**src/shared/canfd_rx_pkg.sv**
```systemverilog
// Package of register map, field positions and timing constants for the CAN FD receive status block
package canfd_rx_pkg;

  // ==========================================================
  // Register byte offsets
  localparam logic [11:0] OFF_CTRL      = 12'h000; // Operating mode
  localparam logic [11:0] OFF_CLEAR     = 12'h004; // Buffer clear control
  localparam logic [11:0] OFF_OVF       = 12'h008; // Buffer overflow status
  localparam logic [11:0] OFF_STATUS    = 12'h00C; // Bus error state
  localparam logic [11:0] OFF_ERRCNT    = 12'h010; // Tx count [16:8], rx count [7:0]
  localparam logic [11:0] OFF_RX_MESSAGE_COUNT    = 12'h014; // Frames waiting
  localparam logic [11:0] OFF_POP       = 12'h018; // Write: release head frame
  localparam logic [11:0] OFF_FRAME     = 12'h01C; // Head id, format and type
  localparam logic [11:0] OFF_TS_LO     = 12'h020;
  localparam logic [11:0] OFF_TS_HI     = 12'h024;
  localparam logic [11:0] OFF_BYTES     = 12'h028; // Payload byte count
  localparam logic [11:0] OFF_DATA      = 12'h040; // 16 words of payload
  localparam logic [11:0] OFF_DATA_END  = 12'h07C;

  // ==========================================================
  // Field positions
  localparam int BIT_CLR_RX   = 0;
  localparam int BIT_CLR_TX   = 1;
  localparam int BIT_WARN_ANY = 0;
  localparam int BIT_WARN_RX  = 1;
  localparam int BIT_WARN_TX  = 2;
  localparam int BIT_PASS_RX  = 3;
  localparam int BIT_PASS_TX  = 4;
  localparam int BIT_BUS_OFF  = 5;
  localparam int FRM_FMT_BIT  = 29;
  localparam int FRM_TYPE_LSB = 30;

  // ==========================================================
  // Thresholds and sizes
  localparam logic [8:0] WARN_LIMIT    = 9'd95;
  localparam logic [8:0] PASSIVE_LIMIT = 9'd127;
  localparam logic [8:0] BUSOFF_LIMIT  = 9'd255;
  localparam logic [10:0] STD_ID_MAX   = 11'h7FF;
  localparam int PAYLOAD_BYTES = 64;
  localparam int DEPTH         = 4;
  localparam int PTR_W         = 2;
  localparam logic [3:0] CLASSIC_DLC_MAX = 4'h8;

  // ==========================================================
  // Timestamp tick: 100 ns at a 10 MHz clock
  localparam int TICK_NS      = 100;
  localparam int CLK_NS       = 100;
  localparam int TICK_CYCLES  = (TICK_NS + CLK_NS - 1) / CLK_NS;

  typedef enum logic [1:0] {
    MODE_FD     = 2'b00,
    MODE_CLASSIC= 2'b01,
    MODE_LISTEN = 2'b10,
    MODE_CONFIG = 2'b11
  } op_mode_t;

  typedef enum logic [1:0] {
    FT_REMOTE   = 2'b00,
    FT_CLASSIC  = 2'b01,
    FT_FD       = 2'b10,
    FT_FD_BRS   = 2'b11
  } frame_type_t;

endpackage

```
**src/logic/canfd_rx_status_buffers.sv**
```systemverilog
// Receive descriptor store, buffer clear and bus error state for one CAN FD port
//
// Our own choices: the APB register port and the register addresses.
`timescale 1ns/1ps

module canfd_rx_status_buffers (
  input  wire logic                        pclk,
  input  wire logic                        presetn,
  input  wire logic                        clk_en,
  input  wire logic                        psel,
  input  wire logic                        penable,
  input  wire logic                        pwrite,
  input  wire logic [11:0]                 paddr,
  input  wire logic [31:0]                 pwdata,
  output logic      [31:0]                 prdata,
  output logic                             pready,
  output logic                             pslverr,
  input  wire logic                        rx_valid,
  input  wire logic                        rx_ext_id,
  input  wire logic [28:0]                 rx_id,
  input  wire canfd_rx_pkg::frame_type_t   rx_type,
  input  wire logic [3:0]                  rx_dlc,
  input  wire logic [511:0]                rx_data,
  input  wire logic                        tx_overflow_event,
  input  wire logic [8:0]                  tx_error_count,
  input  wire logic [7:0]                  rx_error_count,
  output logic                             clear_tx_buffer,
  output canfd_rx_pkg::op_mode_t           op_mode
);
  import canfd_rx_pkg::*;

  // ==========================================================
  // Helpers
  // Length code to byte count
  function automatic logic [6:0] dlc_bytes(input logic [3:0] code);
    case (code)
      4'h9:    dlc_bytes = 7'd12;
      4'hA:    dlc_bytes = 7'd16;
      4'hB:    dlc_bytes = 7'd20;
      4'hC:    dlc_bytes = 7'd24;
      4'hD:    dlc_bytes = 7'd32;
      4'hE:    dlc_bytes = 7'd48;
      4'hF:    dlc_bytes = 7'd64;
      default: dlc_bytes = {3'b000, code};
    endcase
  endfunction

  // ==========================================================
  // Storage
  logic [28:0]           id_mem   [DEPTH];
  logic                  ext_mem  [DEPTH];
  frame_type_t           type_mem [DEPTH];
  logic [3:0]            dlc_mem  [DEPTH];
  logic [511:0]          data_mem [DEPTH];
  logic [63:0]           ts_mem   [DEPTH];
  logic [PTR_W-1:0]      wr_ptr_reg;
  logic [PTR_W-1:0]      rd_ptr_reg;
  logic [PTR_W:0]        count_reg;
  logic [63:0]           ts_reg;
  logic [PTR_W-1:0]      tick_reg;
  logic                  rx_ovf_reg;
  logic                  tx_ovf_reg;
  op_mode_t              mode_reg;
  logic                  clear_tx_reg;

  // Bus decode strobes
  logic                  acc;
  logic                  wr;
  logic                  clr_rx;
  logic                  clr_tx;
  logic                  pop;
  logic                  push;
  logic                  full;
  logic                  bad_frame;
  logic [3:0]            dlc_fix;
  logic [15:0]           status_word;
  logic [31:0]           rdata_next;
  logic                  mapped;

  assign acc     = psel && penable && clk_en;
  assign wr      = acc && pwrite;
  assign clr_rx  = wr && (paddr == OFF_CLEAR) && pwdata[BIT_CLR_RX];
  assign clr_tx  = wr && (paddr == OFF_CLEAR) && pwdata[BIT_CLR_TX];
  assign pop     = wr && (paddr == OFF_POP) && (count_reg != '0);
  assign full    = (count_reg == (PTR_W+1)'(DEPTH));
  // A standard id above its 11-bit range is malformed and dropped silently
  assign bad_frame = (!rx_ext_id && (rx_id > {18'h0, STD_ID_MAX}));
  // A full store still takes a frame when the head is released in the same cycle
  assign push    = clk_en && rx_valid && (!full || pop) && !clr_rx && !bad_frame;
  // Classic frames are clamped so the stored code stays in 0..8
  assign dlc_fix = ((rx_type == FT_REMOTE || rx_type == FT_CLASSIC) && rx_dlc > CLASSIC_DLC_MAX)
                   ? CLASSIC_DLC_MAX : rx_dlc;

  // ==========================================================
  // Timestamp counter, one step per 100 ns
  always_ff @(posedge pclk or negedge presetn) begin
    if (!presetn) begin
      ts_reg   <= 64'h0;
      tick_reg <= '0;
    end else if (clk_en) begin
      if (tick_reg == PTR_W'(TICK_CYCLES - 1)) begin
        tick_reg <= '0;
        ts_reg   <= ts_reg + 64'h1;
      end else begin
        tick_reg <= tick_reg + PTR_W'(1);
      end
    end
  end

  // Frame store write; payload zeroed for remote frames so it never leaks old data
  always_ff @(posedge pclk) begin
    if (push) begin
      id_mem[wr_ptr_reg]   <= rx_id;
      ext_mem[wr_ptr_reg]  <= rx_ext_id;
      type_mem[wr_ptr_reg] <= rx_type;
      dlc_mem[wr_ptr_reg]  <= dlc_fix;
      data_mem[wr_ptr_reg] <= (rx_type == FT_REMOTE) ? 512'h0 : rx_data;
      ts_mem[wr_ptr_reg]   <= ts_reg;
    end
  end

  // Pointers and waiting count; clear empties the store
  always_ff @(posedge pclk or negedge presetn) begin
    if (!presetn) begin
      wr_ptr_reg <= '0;
      rd_ptr_reg <= '0;
      count_reg  <= '0;
    end else if (clk_en) begin
      if (clr_rx) begin
        wr_ptr_reg <= '0;
        rd_ptr_reg <= '0;
        count_reg  <= '0;
      end else begin
        if (push)
          wr_ptr_reg <= wr_ptr_reg + PTR_W'(1);
        if (pop)
          rd_ptr_reg <= rd_ptr_reg + PTR_W'(1);
        if (push && !pop)
          count_reg <= count_reg + (PTR_W+1)'(1);
        else if (pop && !push)
          count_reg <= count_reg - (PTR_W+1)'(1);
      end
    end
  end

  // Overflow flags are sticky; a new overflow in the clear cycle wins
  always_ff @(posedge pclk or negedge presetn) begin
    if (!presetn) begin
      rx_ovf_reg <= 1'b0;
      tx_ovf_reg <= 1'b0;
    end else if (clk_en) begin
      if (rx_valid && !bad_frame && full && !pop)
        rx_ovf_reg <= 1'b1;
      else if (clr_rx)
        rx_ovf_reg <= 1'b0;
      if (tx_overflow_event)
        tx_ovf_reg <= 1'b1;
      else if (clr_tx)
        tx_ovf_reg <= 1'b0;
    end
  end

  // Mode register and one-cycle transmit clear pulse
  always_ff @(posedge pclk or negedge presetn) begin
    if (!presetn) begin
      mode_reg     <= MODE_CONFIG;
      clear_tx_reg <= 1'b0;
    end else if (clk_en) begin
      clear_tx_reg <= clr_tx;
      if (wr && paddr == OFF_CTRL)
        mode_reg <= op_mode_t'(pwdata[1:0]);
    end
  end

  assign op_mode         = mode_reg;
  assign clear_tx_buffer = clear_tx_reg;

  // ==========================================================
  // Error state decode from the live counters
  always_comb begin
    status_word = 16'h0000;
    status_word[BIT_WARN_RX] = ({1'b0, rx_error_count} > WARN_LIMIT) &&
                               ({1'b0, rx_error_count} <= PASSIVE_LIMIT);
    status_word[BIT_WARN_TX] = (tx_error_count > WARN_LIMIT) && (tx_error_count <= PASSIVE_LIMIT);
    status_word[BIT_WARN_ANY] = status_word[BIT_WARN_RX] || status_word[BIT_WARN_TX];
    status_word[BIT_PASS_RX] = ({1'b0, rx_error_count} > PASSIVE_LIMIT);
    status_word[BIT_PASS_TX] = (tx_error_count > PASSIVE_LIMIT);
    status_word[BIT_BUS_OFF] = (tx_error_count > BUSOFF_LIMIT) || (mode_reg == MODE_CONFIG);
  end

  // ==========================================================
  // APB read mux; unmapped addresses answer with an error
  always_comb begin
    rdata_next = 32'h0000_0000;
    mapped     = 1'b1;
    if (paddr == OFF_CTRL)
      rdata_next = {30'h0, mode_reg};
    else if (paddr == OFF_CLEAR || paddr == OFF_POP)
      rdata_next = 32'h0000_0000;
    else if (paddr == OFF_OVF)
      rdata_next = {30'h0, tx_ovf_reg, rx_ovf_reg};
    else if (paddr == OFF_STATUS)
      rdata_next = {16'h0, status_word};
    else if (paddr == OFF_ERRCNT)
      rdata_next = {15'h0, tx_error_count, rx_error_count};
    else if (paddr == OFF_RX_MESSAGE_COUNT)
      rdata_next = {{(31-PTR_W){1'b0}}, count_reg};
    else if (paddr == OFF_FRAME)
      rdata_next = {type_mem[rd_ptr_reg], ext_mem[rd_ptr_reg], id_mem[rd_ptr_reg]};
    else if (paddr == OFF_TS_LO)
      rdata_next = ts_mem[rd_ptr_reg][31:0];
    else if (paddr == OFF_TS_HI)
      rdata_next = ts_mem[rd_ptr_reg][63:32];
    else if (paddr == OFF_BYTES)
      rdata_next = {21'h0, dlc_mem[rd_ptr_reg], dlc_bytes(dlc_mem[rd_ptr_reg])};
    else if (paddr >= OFF_DATA && paddr <= OFF_DATA_END && paddr[1:0] == 2'b00)
      rdata_next = data_mem[rd_ptr_reg][{paddr[5:2], 5'b00000} +: 32];
    else
      mapped = 1'b0;
  end

  // Read data registered at the end of the setup phase; single-cycle access phase
  always_ff @(posedge pclk or negedge presetn) begin
    if (!presetn) begin
      prdata  <= 32'h0000_0000;
    end else if (psel && !penable && !pwrite && clk_en) begin
      prdata  <= rdata_next;
    end
  end

  assign pready  = clk_en;
  assign pslverr = acc && !mapped;
endmodule

```
**config.mk**
```make
export PLATFORM = sky130hd
export DESIGN_NAME = canfd_rx_status_buffers
export DESIGN_NICKNAME = d
export VERILOG_FILES = /design/src/shared/canfd_rx_pkg.sv /design/src/logic/canfd_rx_status_buffers.sv
export SDC_FILE = /design/constraint.sdc
export NUM_CORES = 2
export LEC_CHECK = 0
export BUFFER_PORTS_ARGS = -buffer_cell sky130_fd_sc_hd__buf_2
export CAP_MARGIN = 20
export CORE_MARGIN = 10
export CORE_UTILIZATION = 40
export DETAILED_ROUTE_END_ITERATION = 12
export HOLD_SLACK_MARGIN = 0.1
export SYNTH_ARGS = -nofsm -noshare
export SYNTH_HDL_FRONTEND = slang
export SYNTH_SLANG_ARGS = --single-unit
```
**constraint.sdc**
```tcl
create_clock -name pclk -period 19.4 [get_ports pclk]
set_clock_uncertainty 0.15 [all_clocks]
set_input_delay 1.94 -clock pclk [delete_from_list [all_inputs] [get_ports pclk]]
set_output_delay 1.94 -clock pclk [all_outputs]
set_load 0.02 [all_outputs]
```
==> summary.md <==
| Metric | Value |
|---|---|
| Status | `finished clean` |
| RR Startpoint | `rd_ptr_reg[0]` |
| Post-synthesis register bit count | `2,558` |
| Worst r2r path cells | `9` |
| Worst EP required | `19,770 ps` |
| Via Count | `51,200` |
| Chip Width | `524 um` |
| Final Non-Filler Cells | `9,224` |
| Pins over their slew limit | `0` |
| Avg Inst Size Synth | `20.9 um^2` |
| Top reg by flops | `data_mem` |
| Number of synthesized flops with an enable pin | `2,448` |
| Top FF cell, synth | `edfxtp_1` |
| Register area share after synthesis | `0.750` |
| CTS tree | `yes` |
| Final ANT Viol Nets | `0` |
| Data arrival, critical path | `8590 ps` |
| Worst skew pair latency | `930 ps` |
| Fin nets | `6,259` |
| Core area | `0.253 mm^2` |
| Period utilization | `0.423` |
| CP bufs+invs | `5` |
| Commonest non-fill, non-tap cell in the layout | `edfxtp_1` |
| DRT Pass-1 Iters | `5` |
| Hold Crit Depth | `2` |
| RSZ-0062 raised after global routing | `false` |
| Placed Instances | `8,703` |
| Setup Fix Bufs, Post-CTS | `0` |
| Top Family by Delay on Critical Path | `buffers and inverters` |
| Maxcap violations | `0` |
| Post-CTS Resized | `0` |
| # hold bufs at CTS | `0` |
| Worst Tran Pin Value | `1180 ps` |
| Fmax | `122 MHz` |
| Final hold violation count | `0` |
| Final setup viols | `0` |
| Vias in the first global route | `52,600` |
| Die Ht | `524 um` |
| Slew margin rel. | `0.196` |
| CTS root buffer | `clkbuf_16` |
| H-Tree Depth | `5` |
| Total power | `12,200 uW` |
| First-pass GRT wire length | `383 mm` |
| Fraction of layout cells with a size suffix above 1 | `0.316` |
| Fraction of registers with async set/reset | `0.0430` |
| WL final | `270 mm` |
| Final hold slack | `326 ps` |
| Synth cell types | `72` |
| Post-route setup TNS | `0 ps` |
| Area growth, synth to finish | `15.8%` |
| Post-synthesis cell area | `0.102 mm^2` |
| Crit-path cells | `clkbuf_8 > nor2b_1 > nand2_1 > o311a_1 > or3_1 > nor2_1 > and2_4 > buf_4 > buf_4 > buf_4 > buf_4` |
| Routability cong. | `0.822` |
| Synth Net Count | `5,497` |
| DR vias/cell | `5.55` |
| Fin util | `0.465` |
| Yosys warns | `0` |
| Commonest non-fill, non-tap cells in the layout | `edfxtp_1 (2,448), mux4_2 (685), buf_2 (621), nor2b_1 (534), clkbuf_16 (299)` |
| Starting density of the core | `0.401` |
| Clk buf depth | `4` |
| Slowest CP cell | `buf_4` |
| Post-synthesis instance total | `4,872` |
| Regs by FF count | `data_mem: 2048 flops, ts_mem: 256 flops, id_mem: 116 flops` |
| GR Overflow Total | `0` |
| Max reg flops | `2,048` |
| Peak VDD IR | `0.0937 mV` |
| Worst Hold End | `prdata[14]` |
| Max stage delay on crit path | `860 ps` |
| DR DRC count | `0` |
| Row count | `185` |
| Initial antenna violation count | `41` |
| Hold Path Origin | `prdata[14]` |
| FF-to-FF End | `prdata[21]` |
| Num Clock Sinks | `2,558` |
| Most used cell, CP | `buf_4` |
| PortBufs | `623` |
| Startpoint Class | `primary input` |
| CTS clock-pin slew for the worst setup and hold paths | `50 ps` |
| GRT Overall Usage | `0.192` |
| R2r setup slk | `12,640 ps` |
| Pwr/cell area | `104 mW/mm^2` |
| TritonCTS buffer count | `291` |
| Crit path kind | `in -> reg` |
| Max Fanout on Critical Path | `57` |
| DRT iter0 DRCs | `5,263` |
| I/O Pins | `654` |
| Min-delay worst type | `reg -> reg` |
| Post-route minimum period | `8210 ps` |
| Post-DP HPWL | `174 mm` |
| Element type at the critical path end | `flip-flop` |
| Die ar. | `0.275 mm^2` |
| Pin count of the biggest net entering global routing | `151` |
| Wire per inst | `29.3 um` |
| Static Leakage | `0.0377 uW` |
[metrics by stage]
| stage | worst slack (ps) | cell area, um^2 |
|---|---|---|
| floorplan | 257 | 102000 |
| global placement | 10200 | 109000 |
| detailed placement | 10180 | 109000 |
| CTS | 11180 | 118000 |
| global route | 10870 | 118000 |
| finish | 11190 | 118000 |
[cell usage after synthesis (19+ instances only)]
| cell | n | area [um^2] |
|---|---|---|
| o22ai_1 | 19 | 119 |
| nor3_1 | 39 | 195 |
| o21ai_0 | 27 | 135 |
| nor2_1 | 71 | 267 |
| mux2i_1 | 79 | 791 |
| nor4_1 | 21 | 131 |
| a21oi_1 | 20 | 100 |
| buf_4 | 22 | 165 |
| xor2_1 | 29 | 254 |
| a22o_1 | 35 | 307 |
| a22oi_1 | 26 | 195 |
| a2111oi_0 | 36 | 315 |
| edfxtp_1 | 2448 | 73500 |
| nor2b_1 | 536 | 3350 |
| dfrtp_1 | 108 | 2700 |
| nand2_1 | 101 | 379 |
| o21ai_1 | 27 | 135 |
| a211oi_1 | 21 | 158 |
| mux4_2 | 685 | 15400 |
| buf_2 | 76 | 380 |
| nand3_1 | 43 | 215 |
| nand4_1 | 19 | 119 |
| clkbuf_1 | 161 | 604 |
| xnor2_1 | 39 | 342 |
| inv_1 | 23 | 86.3 |
[power breakdown]
group / total (uW) / switching, uW / internal, uW
Combinational: 698 / 472 / 225
Sequential: 6450 / 67.8 / 6380
Clock: 5100 / 2120 / 2980
Total: 12200 / 2660 / 9590
[layout make-up]
type,count,area [um^2]
Timing Repair Buffer,748,4240
Multi-Input combinational cell,2012,24200
Clock inverter,153,1090
Clock buffer,346,7700
Tap cell,3366,4210
Fill cell,21300,136000
Inverter,23,86.3
Antenna cell,18,45.0
Sequential cell,2558,76300
[worst max path at each step]
stage	cells after the start	startpoint	end	slack (ps)
floorplan	10	paddr[5]	data_mem[0][0]	260
global placement	11	paddr[3]	data_mem[2][121]	10200
detailed placement	11	paddr[3]	data_mem[2][82]	10180
CTS	11	paddr[3]	data_mem[2][146]	11180
global route	11	paddr[3]	data_mem[2][146]	10870
finish	11	paddr[3]	data_mem[2][200]	11190
[layer usage]
metal | share of wire | up-vias | global-route usage
li1 | - | 21600 | -
met1 | 0.43 | 27300 | 0.280
met2 | 0.47 | 1949 | 0.300
met3 | 0.073 | 342 | 0.0357
met4 | 0.025 | 10 | 0.0518
met5 | 0.00027 | - | 0
[kinds of logic after synthesis]
kind of cell | share of synthesized area
flops | 0.750
simple gates | 0.0509
mux | 0.160
buf+inv | 0.0130
compound gates | 0.0187
xor+xnor | 0.00586
fa+ha+maj | 0.00106
[worst reg2reg max path: stages, from the launching register on]
cell and delay, ps:
dfrtp_4 960, buf_12 570, buf_4 840, buf_4 720
buf_4 600, mux4_2 620, mux4_2 540, a22o_1 450
a2111oi_0 1020, o21ai_1 150
(Power assumes the default switching activity.)
